<file path="src/pkg/rf_tag_pkg.sv">
// Shared constants and state type of the transponder protocol sequencer
package rf_tag_pkg;
  // Clock and carrier timing
  localparam int SYS_PERIOD_NS     = 5;
  localparam int CARRIER_PERIOD_NS = 80;
  localparam int CARRIER_SYS_CYC   = CARRIER_PERIOD_NS / SYS_PERIOD_NS;
  localparam int GAP_W             = 5;
  localparam logic [GAP_W-1:0] GAP_LOSS =
    GAP_W'(CARRIER_SYS_CYC + CARRIER_SYS_CYC / 2 - 1);
  localparam logic [GAP_W-1:0] GAP_RELOAD = GAP_W'(CARRIER_SYS_CYC / 2);
  // Carrier-period counts
  localparam int POS_W = 8;
  localparam logic [POS_W-1:0] POS_ONE   = 8'h01;
  localparam logic [POS_W-1:0] BIT_TICKS = 8'h20;
  localparam logic [POS_W-1:0] BIT_LAST  = 8'h1f;
  localparam logic [POS_W-1:0] HALF_BIT  = 8'h10;
  localparam logic [POS_W-1:0] PATT_LAST = 8'h9f;
  localparam int SLOT_SHIFT = 4;
  localparam logic [9:0] LIW_MASK = 10'h003;
  localparam logic [9:0] NAK_MASK = 10'h0cc;
  // Frame lengths
  localparam int CMD_W         = 3;
  localparam int CMD_BITS      = 4;
  localparam int CHAL_BITS     = 56;
  localparam int DIV_BITS      = 7;
  localparam int LOCK_RSP_BITS = 28;
  localparam int TAG_RSP_BITS  = 20;
  localparam int AUTH_BITS     = CHAL_BITS + DIV_BITS + LOCK_RSP_BITS;
  localparam int RX_W          = 7;
  localparam logic [RX_W-1:0] RX_ONE    = 7'h01;
  localparam logic [RX_W-1:0] CMD_LAST  = 7'h03;
  localparam logic [RX_W-1:0] AUTH_LAST = 7'h5a;
  localparam int HDR_BITS = 16;
  localparam logic [HDR_BITS-1:0] HEADER = 16'hfff0;
  localparam int TX_BITS = 48;
  localparam int TX_W    = 6;
  localparam logic [TX_W-1:0] TX_ONE       = 6'h01;
  localparam logic [TX_W-1:0] TX_READ_LEN  = 6'h30;
  localparam logic [TX_W-1:0] TX_AUTH_LEN  = 6'h24;
  localparam int TX_PAD_BITS = TX_BITS - HDR_BITS - TAG_RSP_BITS;
  // Nonvolatile word map
  localparam int WORD_W    = 16;
  localparam int NVM_WORDS = 10;
  localparam int NVM_BITS  = NVM_WORDS * WORD_W;
  localparam int ADDR_W    = 4;
  localparam int W_UM_LO   = 0;
  localparam int W_UM_HI   = 1;
  localparam int W_ID_LO   = 2;
  localparam int W_ID_HI   = 3;
  localparam int W_KEY0    = 4;
  localparam int KEY_WORDS = 6;
  localparam int KEY_BITS  = KEY_WORDS * WORD_W;
  localparam int LOCK_UP_POS = 15;
  localparam int LOCK_LO_POS = 14;

  typedef enum logic [6:0] {
    ST_STANDBY = 7'h01,
    ST_RM2     = 7'h02,
    ST_CMD     = 7'h04,
    ST_AUTH_RX = 7'h08,
    ST_AUTH_WT = 7'h10,
    ST_TX      = 7'h20,
    ST_NAK     = 7'h40
  } seq_state_e;
endpackage : rf_tag_pkg

</file>
<file path="src/carrier_tick_gen.sv">
// Carrier edge finder giving one tick per carrier period, bridging field gaps
`timescale 1ns/10ps
module carrier_tick_gen (
  input  wire logic i_sys_clk,
  input  wire logic i_rstn,
  input  wire logic i_carrier,
  output logic      o_tick,
  output logic      o_field_off
);
  import rf_tag_pkg::*;

  logic [2:0]       sync_ff;
  logic [GAP_W-1:0] gap_ff;
  logic             edge_seen;

  always_ff @(posedge i_sys_clk) begin
    if (!i_rstn) begin
      sync_ff <= 3'h0;
    end else begin
      sync_ff <= {sync_ff[1:0], i_carrier};
    end
  end

  assign edge_seen = sync_ff[1] & ~sync_ff[2];

  // While the field is off, ticks keep coming at the nominal carrier rate
  always_ff @(posedge i_sys_clk) begin
    if (!i_rstn) begin
      gap_ff      <= '0;
      o_tick      <= 1'b0;
      o_field_off <= 1'b0;
    end else if (edge_seen) begin
      gap_ff      <= '0;
      o_tick      <= 1'b1;
      o_field_off <= 1'b0;
    end else if (gap_ff == GAP_LOSS) begin
      gap_ff      <= GAP_RELOAD;
      o_tick      <= 1'b1;
      o_field_off <= 1'b1;
    end else begin
      gap_ff      <= gap_ff + 1'b1;
      o_tick      <= 1'b0;
    end
  end
endmodule : carrier_tick_gen

</file>
<file path="src/rf_tag_protocol_sequencer.sv">
// Protocol sequencer of the contactless crypto transponder
`timescale 1ns/10ps
module rf_tag_protocol_sequencer #(
  parameter logic [rf_tag_pkg::CMD_W-1:0]    CMD_ID    = 3'h1,
  parameter logic [rf_tag_pkg::CMD_W-1:0]    CMD_UM    = 3'h2,
  parameter logic [rf_tag_pkg::CMD_W-1:0]    CMD_AUTH  = 3'h4,
  parameter logic [rf_tag_pkg::CMD_W-1:0]    CMD_WRITE = 3'h7,
  parameter logic [rf_tag_pkg::NVM_BITS-1:0] NVM_IMAGE = 160'h8000
) (
  input  wire logic                                 i_sys_clk,
  input  wire logic                                 i_rstn,
  input  wire logic                                 i_carrier,
  input  wire logic                                 i_auth_done,
  input  wire logic                                 i_auth_ok,
  input  wire logic [rf_tag_pkg::TAG_RSP_BITS-1:0]  i_tag_resp,
  input  wire logic                                 i_prog_en,
  input  wire logic [rf_tag_pkg::ADDR_W-1:0]        i_prog_addr,
  input  wire logic [rf_tag_pkg::WORD_W-1:0]        i_prog_data,
  output logic                                      o_modulator,
  output logic                                      o_standby,
  output logic                                      o_auth_req,
  output logic [rf_tag_pkg::CHAL_BITS-1:0]          o_challenge,
  output logic [rf_tag_pkg::LOCK_RSP_BITS-1:0]      o_lock_resp,
  output logic [rf_tag_pkg::KEY_BITS-1:0]           o_cipher_key,
  output logic                                      o_write_allowed
);
  import rf_tag_pkg::*;

  logic                  tick;
  logic                  field_off;
  seq_state_e            state_ff;
  logic [POS_W-1:0]      pos_ff;
  logic [RX_W-1:0]       rx_cnt_ff;
  logic                  zero_seen_ff;
  logic [AUTH_BITS-1:0]  rx_sh_ff;
  logic [AUTH_BITS-1:0]  nxt_rx_sh;
  logic [TX_BITS-1:0]    tx_sh_ff;
  logic [TX_W-1:0]       tx_cnt_ff;
  logic [WORD_W-1:0]     mem_ff [NVM_WORDS];
  logic                  bit_end;
  logic                  patt_end;
  logic                  patt_mode;
  logic                  rx_bit;
  logic                  detect;
  logic                  cmd_done;
  logic                  cmd_ok;
  logic [CMD_W-1:0]      cmd_code;
  logic                  go_id;
  logic                  go_um;
  logic                  auth_pass;
  logic [3:0]            slot;

  carrier_tick_gen u_tick (
    .i_sys_clk   (i_sys_clk),
    .i_rstn      (i_rstn),
    .i_carrier   (i_carrier),
    .o_tick      (tick),
    .o_field_off (field_off)
  );

  always_comb begin
    patt_mode = (state_ff == ST_STANDBY) || (state_ff == ST_NAK);
    bit_end   = tick && (pos_ff == BIT_LAST);
    patt_end  = tick && (pos_ff == PATT_LAST);
    slot      = 4'(pos_ff >> SLOT_SHIFT);
    rx_bit    = ~zero_seen_ff;
    nxt_rx_sh = {rx_sh_ff[AUTH_BITS-2:0], rx_bit};
    cmd_ok    = ~^nxt_rx_sh[CMD_BITS-1:0];
    cmd_code  = nxt_rx_sh[CMD_BITS-1:1];
    // Field gap seen during the modulated phase of a listen window
    detect    = (state_ff == ST_STANDBY) && field_off
                && (pos_ff < BIT_TICKS);
    cmd_done  = (state_ff == ST_CMD) && bit_end
                && (rx_cnt_ff == CMD_LAST);
    go_id     = cmd_done && cmd_ok && (cmd_code == CMD_ID);
    go_um     = cmd_done && cmd_ok && (cmd_code == CMD_UM);
    auth_pass = (state_ff == ST_AUTH_WT) && i_auth_done && i_auth_ok;
  end

  // Position in carrier periods within a pattern or a bit frame
  always_ff @(posedge i_sys_clk) begin
    if (!i_rstn) begin
      pos_ff <= '0;
    end else if ((state_ff == ST_AUTH_WT) && i_auth_done) begin
      pos_ff <= '0;
    end else if (tick) begin
      if (patt_mode ? (pos_ff == PATT_LAST) : (pos_ff == BIT_LAST)) begin
        pos_ff <= '0;
      end else begin
        pos_ff <= pos_ff + POS_ONE;
      end
    end
  end

  // Sequencer
  always_ff @(posedge i_sys_clk) begin
    if (!i_rstn) begin
      state_ff  <= ST_STANDBY;
      rx_cnt_ff <= '0;
    end else begin
      case (state_ff)
        ST_STANDBY: begin
          rx_cnt_ff <= '0;
          if (detect) begin
            state_ff <= ST_RM2;
          end
        end
        ST_RM2: begin
          if (bit_end) begin
            if (rx_cnt_ff == '0) begin
              rx_cnt_ff <= RX_ONE;
            end else if (!rx_bit) begin
              state_ff  <= ST_CMD;
              rx_cnt_ff <= '0;
            end else begin
              state_ff <= ST_STANDBY;
            end
          end
        end
        ST_CMD: begin
          if (cmd_done) begin
            rx_cnt_ff <= '0;
            if (go_id || go_um) begin
              state_ff <= ST_TX;
            end else if (cmd_ok && (cmd_code == CMD_AUTH)) begin
              state_ff <= ST_AUTH_RX;
            end else if (cmd_ok && (cmd_code == CMD_WRITE)) begin
              // Write command is served elsewhere; it ends here too
              state_ff <= ST_STANDBY;
            end else begin
              state_ff <= ST_STANDBY;
            end
          end else if (bit_end) begin
            rx_cnt_ff <= rx_cnt_ff + RX_ONE;
          end
        end
        ST_AUTH_RX: begin
          if (bit_end) begin
            if (rx_cnt_ff == AUTH_LAST) begin
              state_ff <= ST_AUTH_WT;
            end else begin
              rx_cnt_ff <= rx_cnt_ff + RX_ONE;
            end
          end
        end
        ST_AUTH_WT: begin
          if (i_auth_done) begin
            state_ff <= i_auth_ok ? ST_TX : ST_NAK;
          end
        end
        ST_TX: begin
          if (bit_end && (tx_cnt_ff == TX_ONE)) begin
            state_ff <= ST_STANDBY;
          end
        end
        ST_NAK: begin
          if (patt_end) begin
            state_ff <= ST_STANDBY;
          end
        end
        default: begin
          state_ff <= ST_STANDBY;
        end
      endcase
    end
  end

  // Bit receiver: a field gap in the first half of a frame marks a zero
  always_ff @(posedge i_sys_clk) begin
    if (!i_rstn) begin
      zero_seen_ff <= 1'b0;
      rx_sh_ff     <= '0;
    end else begin
      if (bit_end) begin
        zero_seen_ff <= 1'b0;
      end else if (field_off && (pos_ff < HALF_BIT)) begin
        zero_seen_ff <= 1'b1;
      end
      if (bit_end && ((state_ff == ST_CMD) || (state_ff == ST_AUTH_RX))) begin
        rx_sh_ff <= nxt_rx_sh;
      end
    end
  end

  // Challenge and lock response go to the cipher; divergency is dropped
  always_ff @(posedge i_sys_clk) begin
    if (!i_rstn) begin
      o_auth_req  <= 1'b0;
      o_challenge <= '0;
      o_lock_resp <= '0;
    end else begin
      o_auth_req <= 1'b0;
      if ((state_ff == ST_AUTH_RX) && bit_end && (rx_cnt_ff == AUTH_LAST)) begin
        o_auth_req  <= 1'b1;
        o_challenge <= nxt_rx_sh[AUTH_BITS-1 -: CHAL_BITS];
        o_lock_resp <= nxt_rx_sh[LOCK_RSP_BITS-1:0];
      end
    end
  end

  // Transmit shifter: header then payload, MSB first
  always_ff @(posedge i_sys_clk) begin
    if (!i_rstn) begin
      tx_sh_ff  <= '0;
      tx_cnt_ff <= '0;
    end else if (go_id) begin
      tx_sh_ff  <= {HEADER, mem_ff[W_ID_HI], mem_ff[W_ID_LO]};
      tx_cnt_ff <= TX_READ_LEN;
    end else if (go_um) begin
      tx_sh_ff  <= {HEADER, mem_ff[W_UM_HI], mem_ff[W_UM_LO]};
      tx_cnt_ff <= TX_READ_LEN;
    end else if (auth_pass) begin
      tx_sh_ff  <= {HEADER, i_tag_resp, {TX_PAD_BITS{1'b0}}};
      tx_cnt_ff <= TX_AUTH_LEN;
    end else if ((state_ff == ST_TX) && bit_end) begin
      tx_sh_ff  <= {tx_sh_ff[TX_BITS-2:0], 1'b0};
      tx_cnt_ff <= tx_cnt_ff - TX_ONE;
    end
  end

  // Load modulator drive
  always_ff @(posedge i_sys_clk) begin
    if (!i_rstn) begin
      o_modulator <= 1'b0;
    end else begin
      case (state_ff)
        ST_STANDBY: begin
          o_modulator <= detect ? 1'b0 : LIW_MASK[slot];
        end
        ST_RM2: begin
          o_modulator <= (rx_cnt_ff != '0) && (pos_ff < HALF_BIT);
        end
        ST_CMD, ST_AUTH_RX: begin
          o_modulator <= pos_ff < HALF_BIT;
        end
        ST_TX: begin
          // First half carries the inverse, second half the bit value
          o_modulator <= (pos_ff < HALF_BIT) ? ~tx_sh_ff[TX_BITS-1]
                                             : tx_sh_ff[TX_BITS-1];
        end
        ST_NAK: begin
          o_modulator <= NAK_MASK[slot];
        end
        default: begin
          o_modulator <= 1'b0;
        end
      endcase
    end
  end

  always_ff @(posedge i_sys_clk) begin
    if (!i_rstn) begin
      o_standby       <= 1'b0;
      o_write_allowed <= 1'b0;
    end else begin
      o_standby       <= state_ff == ST_STANDBY;
      o_write_allowed <= mem_ff[W_UM_HI][LOCK_UP_POS]
                         & ~mem_ff[W_UM_HI][LOCK_LO_POS];
    end
  end

  // Word store; identity words take no writes, key words only feed the cipher
  for (genvar w = 0; w < NVM_WORDS; w++) begin : g_word
    always_ff @(posedge i_sys_clk) begin
      if (!i_rstn) begin
        mem_ff[w] <= NVM_IMAGE[w*WORD_W +: WORD_W];
      end else if (i_prog_en && o_write_allowed
                   && (i_prog_addr == ADDR_W'(w))
                   && (w != W_ID_LO) && (w != W_ID_HI)) begin
        mem_ff[w] <= i_prog_data;
      end
    end
    if (w >= W_KEY0) begin : g_key
      assign o_cipher_key[(w-W_KEY0)*WORD_W +: WORD_W] = mem_ff[w];
    end
  end
endmodule : rf_tag_protocol_sequencer

</file>
<file path="config.mk">
export PLATFORM = sky130hd
export DESIGN_NAME = rf_tag_protocol_sequencer
export DESIGN_NICKNAME = d
export VERILOG_FILES = /design/src/pkg/rf_tag_pkg.sv /design/src/carrier_tick_gen.sv /design/src/rf_tag_protocol_sequencer.sv
export SDC_FILE = /design/constraint.sdc
export NUM_CORES = 1
export LEC_CHECK = 0
export BUFFER_PORTS_ARGS = -buffer_cell sky130_fd_sc_hd__buf_2
export CORE_MARGIN = 3
export CORE_UTILIZATION = 57
export CTS_CLUSTER_SIZE = 20
export DETAILED_ROUTE_END_ITERATION = 10
export PLACE_DENSITY = 0.8
export SYNTH_ARGS = -nofsm -noshare
export SYNTH_HDL_FRONTEND = slang
export SYNTH_SLANG_ARGS = --single-unit
</file>
<file path="constraint.sdc">
create_clock -name i_sys_clk -period 4.15 [get_ports i_sys_clk]
set_clock_uncertainty 0.05 [all_clocks]
set_input_delay 0.2075 -clock i_sys_clk [delete_from_list [all_inputs] [get_ports i_sys_clk]]
set_output_delay 0.2075 -clock i_sys_clk [all_outputs]
set_load 0.05 [all_outputs]
</file>
==> flow_summary.yaml <==
clock_network:
  cts_max_path_buffers: 3
  cts.sinks: 395
  clk_latency_ns: 0.53
  clk_pin_slew_ns: 0.06
  cts_buffers: 40
  h-tree-depth: 2
  cts_resized: 0
  cts_tree: "yes"
  root_buffer: "clkbuf_16"
die:
  die_h_um: 169
  start_util_pct: 58.3
  die_area_um2: 28700
  rows: 59
  core_um2: 26100
  ios: 230
  die_w_um: 169
grt:
  grt_pass1_vias: 11090
  grt_use_met2_pct: 39.9
  grt_util_met3_pct: 7.41
  grt_max_degree: 101
  antenna_found_initial: 0
  gr-usage-met1_pct: 31.1
  grt_first_pass_wirelength_um: 56900
  grt-ovfl-total: 0
  track_usage_pct: 24.2
  grt_busiest_layer: "met2"
yosys:
  netlist_instances: 1582
  synth_nets: 1635
  ys.flop_type: "dfxtp_1"
  syn_area_per_cell_um2: 9.63
  synthesis.area_um2: 15200
  ys_types: 62
  async_reset_ff_share_pct: 0
  synth_edf_count: 128
  ys.warnings.count: 0
  ys_ff_latch: 395
  yosysSeqAreaShare_pct: 60.3
cells_and_area:
  num_antenna_cells: 0
  final_util_pct: 68.6
  layout-drive-gt1-share_pct: 18.3
  area_growth_pct: 17.7
  nets: 1836
  fin_area_um2: 17900
power_and_ir_drop:
  power.density_nw_per_um2: 450
  power_leakage_nw: 6.71
  ir_drop_mv: 0.374
critical_path:
  startpoint_type: "register"
  cp_max_fo: 32
  cp.arrival_ns: 3.50
  crit_start: "pos_ff[0]"
  reg2reg_from: "pos_ff[0]"
  end_kind: "register"
  criticalPathCategory: "reg -> reg"
  crit_required_ns: 4.53
sta:
  setup-violations-final: 0
  fmax_ghz: 0.320
  fin_crit_sh_pct: 75.2
  rsz0062_at_grt: "no"
  worst_slack_ns: 1.03
  max_slew_margin_pct: 24.4
  drv_slew: 0
  post-route-min-period_ns: 3.12
  hold_viol: 0
  worst_pin_slew_ns: 1.13
  timing.hold.ws_ns: 0.0122
  tns_ns: 0
place:
  place.port_buffers: 229
  hpwl_um: 22900
  place_area_um2: 16500
  post-place-ws_ns: 1.02
  globalplace.congestion: 0.913
drt:
  ant_nets: 0
  vias_per_cell: 5.54
  drt-total-wl_um: 35700
  first_pass_iters: 8
  drt_iter0_markers: 1165
  wl_per_cell_um: 16.6
  via_count: 11886
  drc: 0
status:
  status: "completed"
min_path:
  hp-start: "i_tag_resp[2]"
  hold_path_class: "in -> reg"
run:
  cap_violations: 0
[critical path, stage by stage (launching register included)]
cell and delay, ns:
dfxtp_1 0.41, ha_1 0.24, and4bb_2 0.27, nor3b_2 0.44
nand2_1 0.47, and4_1 0.75, a32o_1 0.38
[stage by stage]
stage / instances / power (W)
floorplan: 1582 / 0.00456
global placement: 2058 / 0.00472
detailed placement: 2058 / 0.00472
CTS: 2146 / 0.00812
global route: 2146 / 0.00831
finish: 2146 / 0.00807
[layer usage]
| layer | wire [µm] | vias to the layer above | part of all wire, % |
|---|---|---|---|
| met5 | 0 | - | 0 |
| met4 | 855 | 0 | 2.4 |
| met1 | 14800 | 5625 | 41 |
| met3 | 3220 | 58 | 9.0 |
| met2 | 16900 | 423 | 47 |
| li1 | - | 5780 | - |
[flip-flops by register name (all words and copies together), names as in the netlist, named ones only]
signal              flops
mem_ff                128
rx_sh_ff               90
o_challenge            56
tx_sh_ff               48
o_lock_resp            28
pos_ff                  8
rx_cnt_ff               7
state_ff                7
tx_cnt_ff               6
u_tick.gap_ff           5
u_tick.sync_ff          3
o_auth_req              1
o_modulator             1
o_standby               1
o_write_allowed         1
u_tick.o_field_off      1
u_tick.o_tick           1
zero_seen_ff            1
[power by group]
group          internal (W)  total (W)  switching, W  leakage (nW)
sequential          0.00404    0.00408     0.0000392          3.47
combinational      0.000164   0.000569      0.000405          2.63
clock               0.00196    0.00341       0.00146         0.611
total               0.00617    0.00807       0.00190          6.71
[cell type report]
type                       count  area [µm²]
sequential                   395        9190
fill                        2026        8200
multi-input combinational   1066        5530
timing repair buffer         268        1500
clock buffer                  53        1110
tap                          335         419
clock inverter                17         135
inverter                      12        50.0
[timing repair]
| action | in CTS | in global routing |
|---|---|---|
| setup buffers | 0 | 0 |
| hold endpoints to repair | 18 | 0 |
| hold buffers | 18 | 0 |
[cells in the mapped netlist (5+ instances only)]
master	n	share of area, %
nand2_1	440	11
dfxtp_1	267	35
a21oi_1	204	6.7
and2_1	134	5.5
edfxtp_1	128	25
clkbuf_1	64	1.6
buf_2	41	1.3
nor2_1	34	0.84
o21ai_1	32	1.1
nor3_1	16	0.53
o21ai_0	16	0.53
a222oi_1	14	0.92
a31oi_1	13	0.53
nand3_1	13	0.43
a22oi_1	12	0.59
inv_1	12	0.30
xnor2_1	10	0.57
nand2b_1	9	0.37
xor2_1	9	0.52
a22o_1	7	0.40
ha_1	7	0.57
or3_1	7	0.29
nor4_1	6	0.25
o22ai_1	6	0.25
and3_1	5	0.21
mux2i_1	5	0.33
nand4_1	5	0.21
nand4b_1	5	0.29
nor3b_1	5	0.25
[cells in the final DEF (no fill, tap or decap), types with 4 or more instances in the layout]
cell and instances:
nor3_1 16, or2_2 4, nor2_1 33, o22ai_1 6
a22oi_1 12, nor4_1 6, nand4_1 5, a22o_1 7
a21oi_1 204, xor2_1 9, o21ai_0 8, mux2i_1 5
nor3b_1 5, nand4b_1 5, nand2_1 439, xnor2_1 10
a222oi_1 14, ha_1 7, edfxtp_1 128, or3_1 7
o211ai_1 4, buf_4 20, inv_1 11, nand3_1 13
clkbuf_1 8, and4_1 4, clkbuf_16 41, clkbuf_8 4
and2_1 133, o21ai_1 40, nand2b_1 8, dlygate4sd3_1 18
dfxtp_1 267, clkinv_2 7, a31oi_1 13, and3_1 5
buf_2 229
[kinds of logic (layout without fill, tap and decap cells)]
group | count (synthesis) | count (layout) | synth area share [%]
simple gates | 708 | 708 | 21.7
flops | 395 | 395 | 60.3
compound gates | 326 | 326 | 12.3
buf+inv | 121 | 350 | 3.47
xor+xnor | 20 | 20 | 1.24
fa+ha+maj | 7 | 7 | 0.575
mux | 5 | 5 | 0.329
[worst paths after layout]
path	endpoint	slack (ns)	cells past startpoint
setup / recovery	tx_sh_ff[0]	1.03	6
hold / removal	tx_sh_ff[14]	0.01	4
setup reg to reg	tx_sh_ff[0]	1.03	6
hold reg to reg	u_tick.sync_ff[1]	0.39	1
No activity file was read; power rests on OpenSTA's default activity.
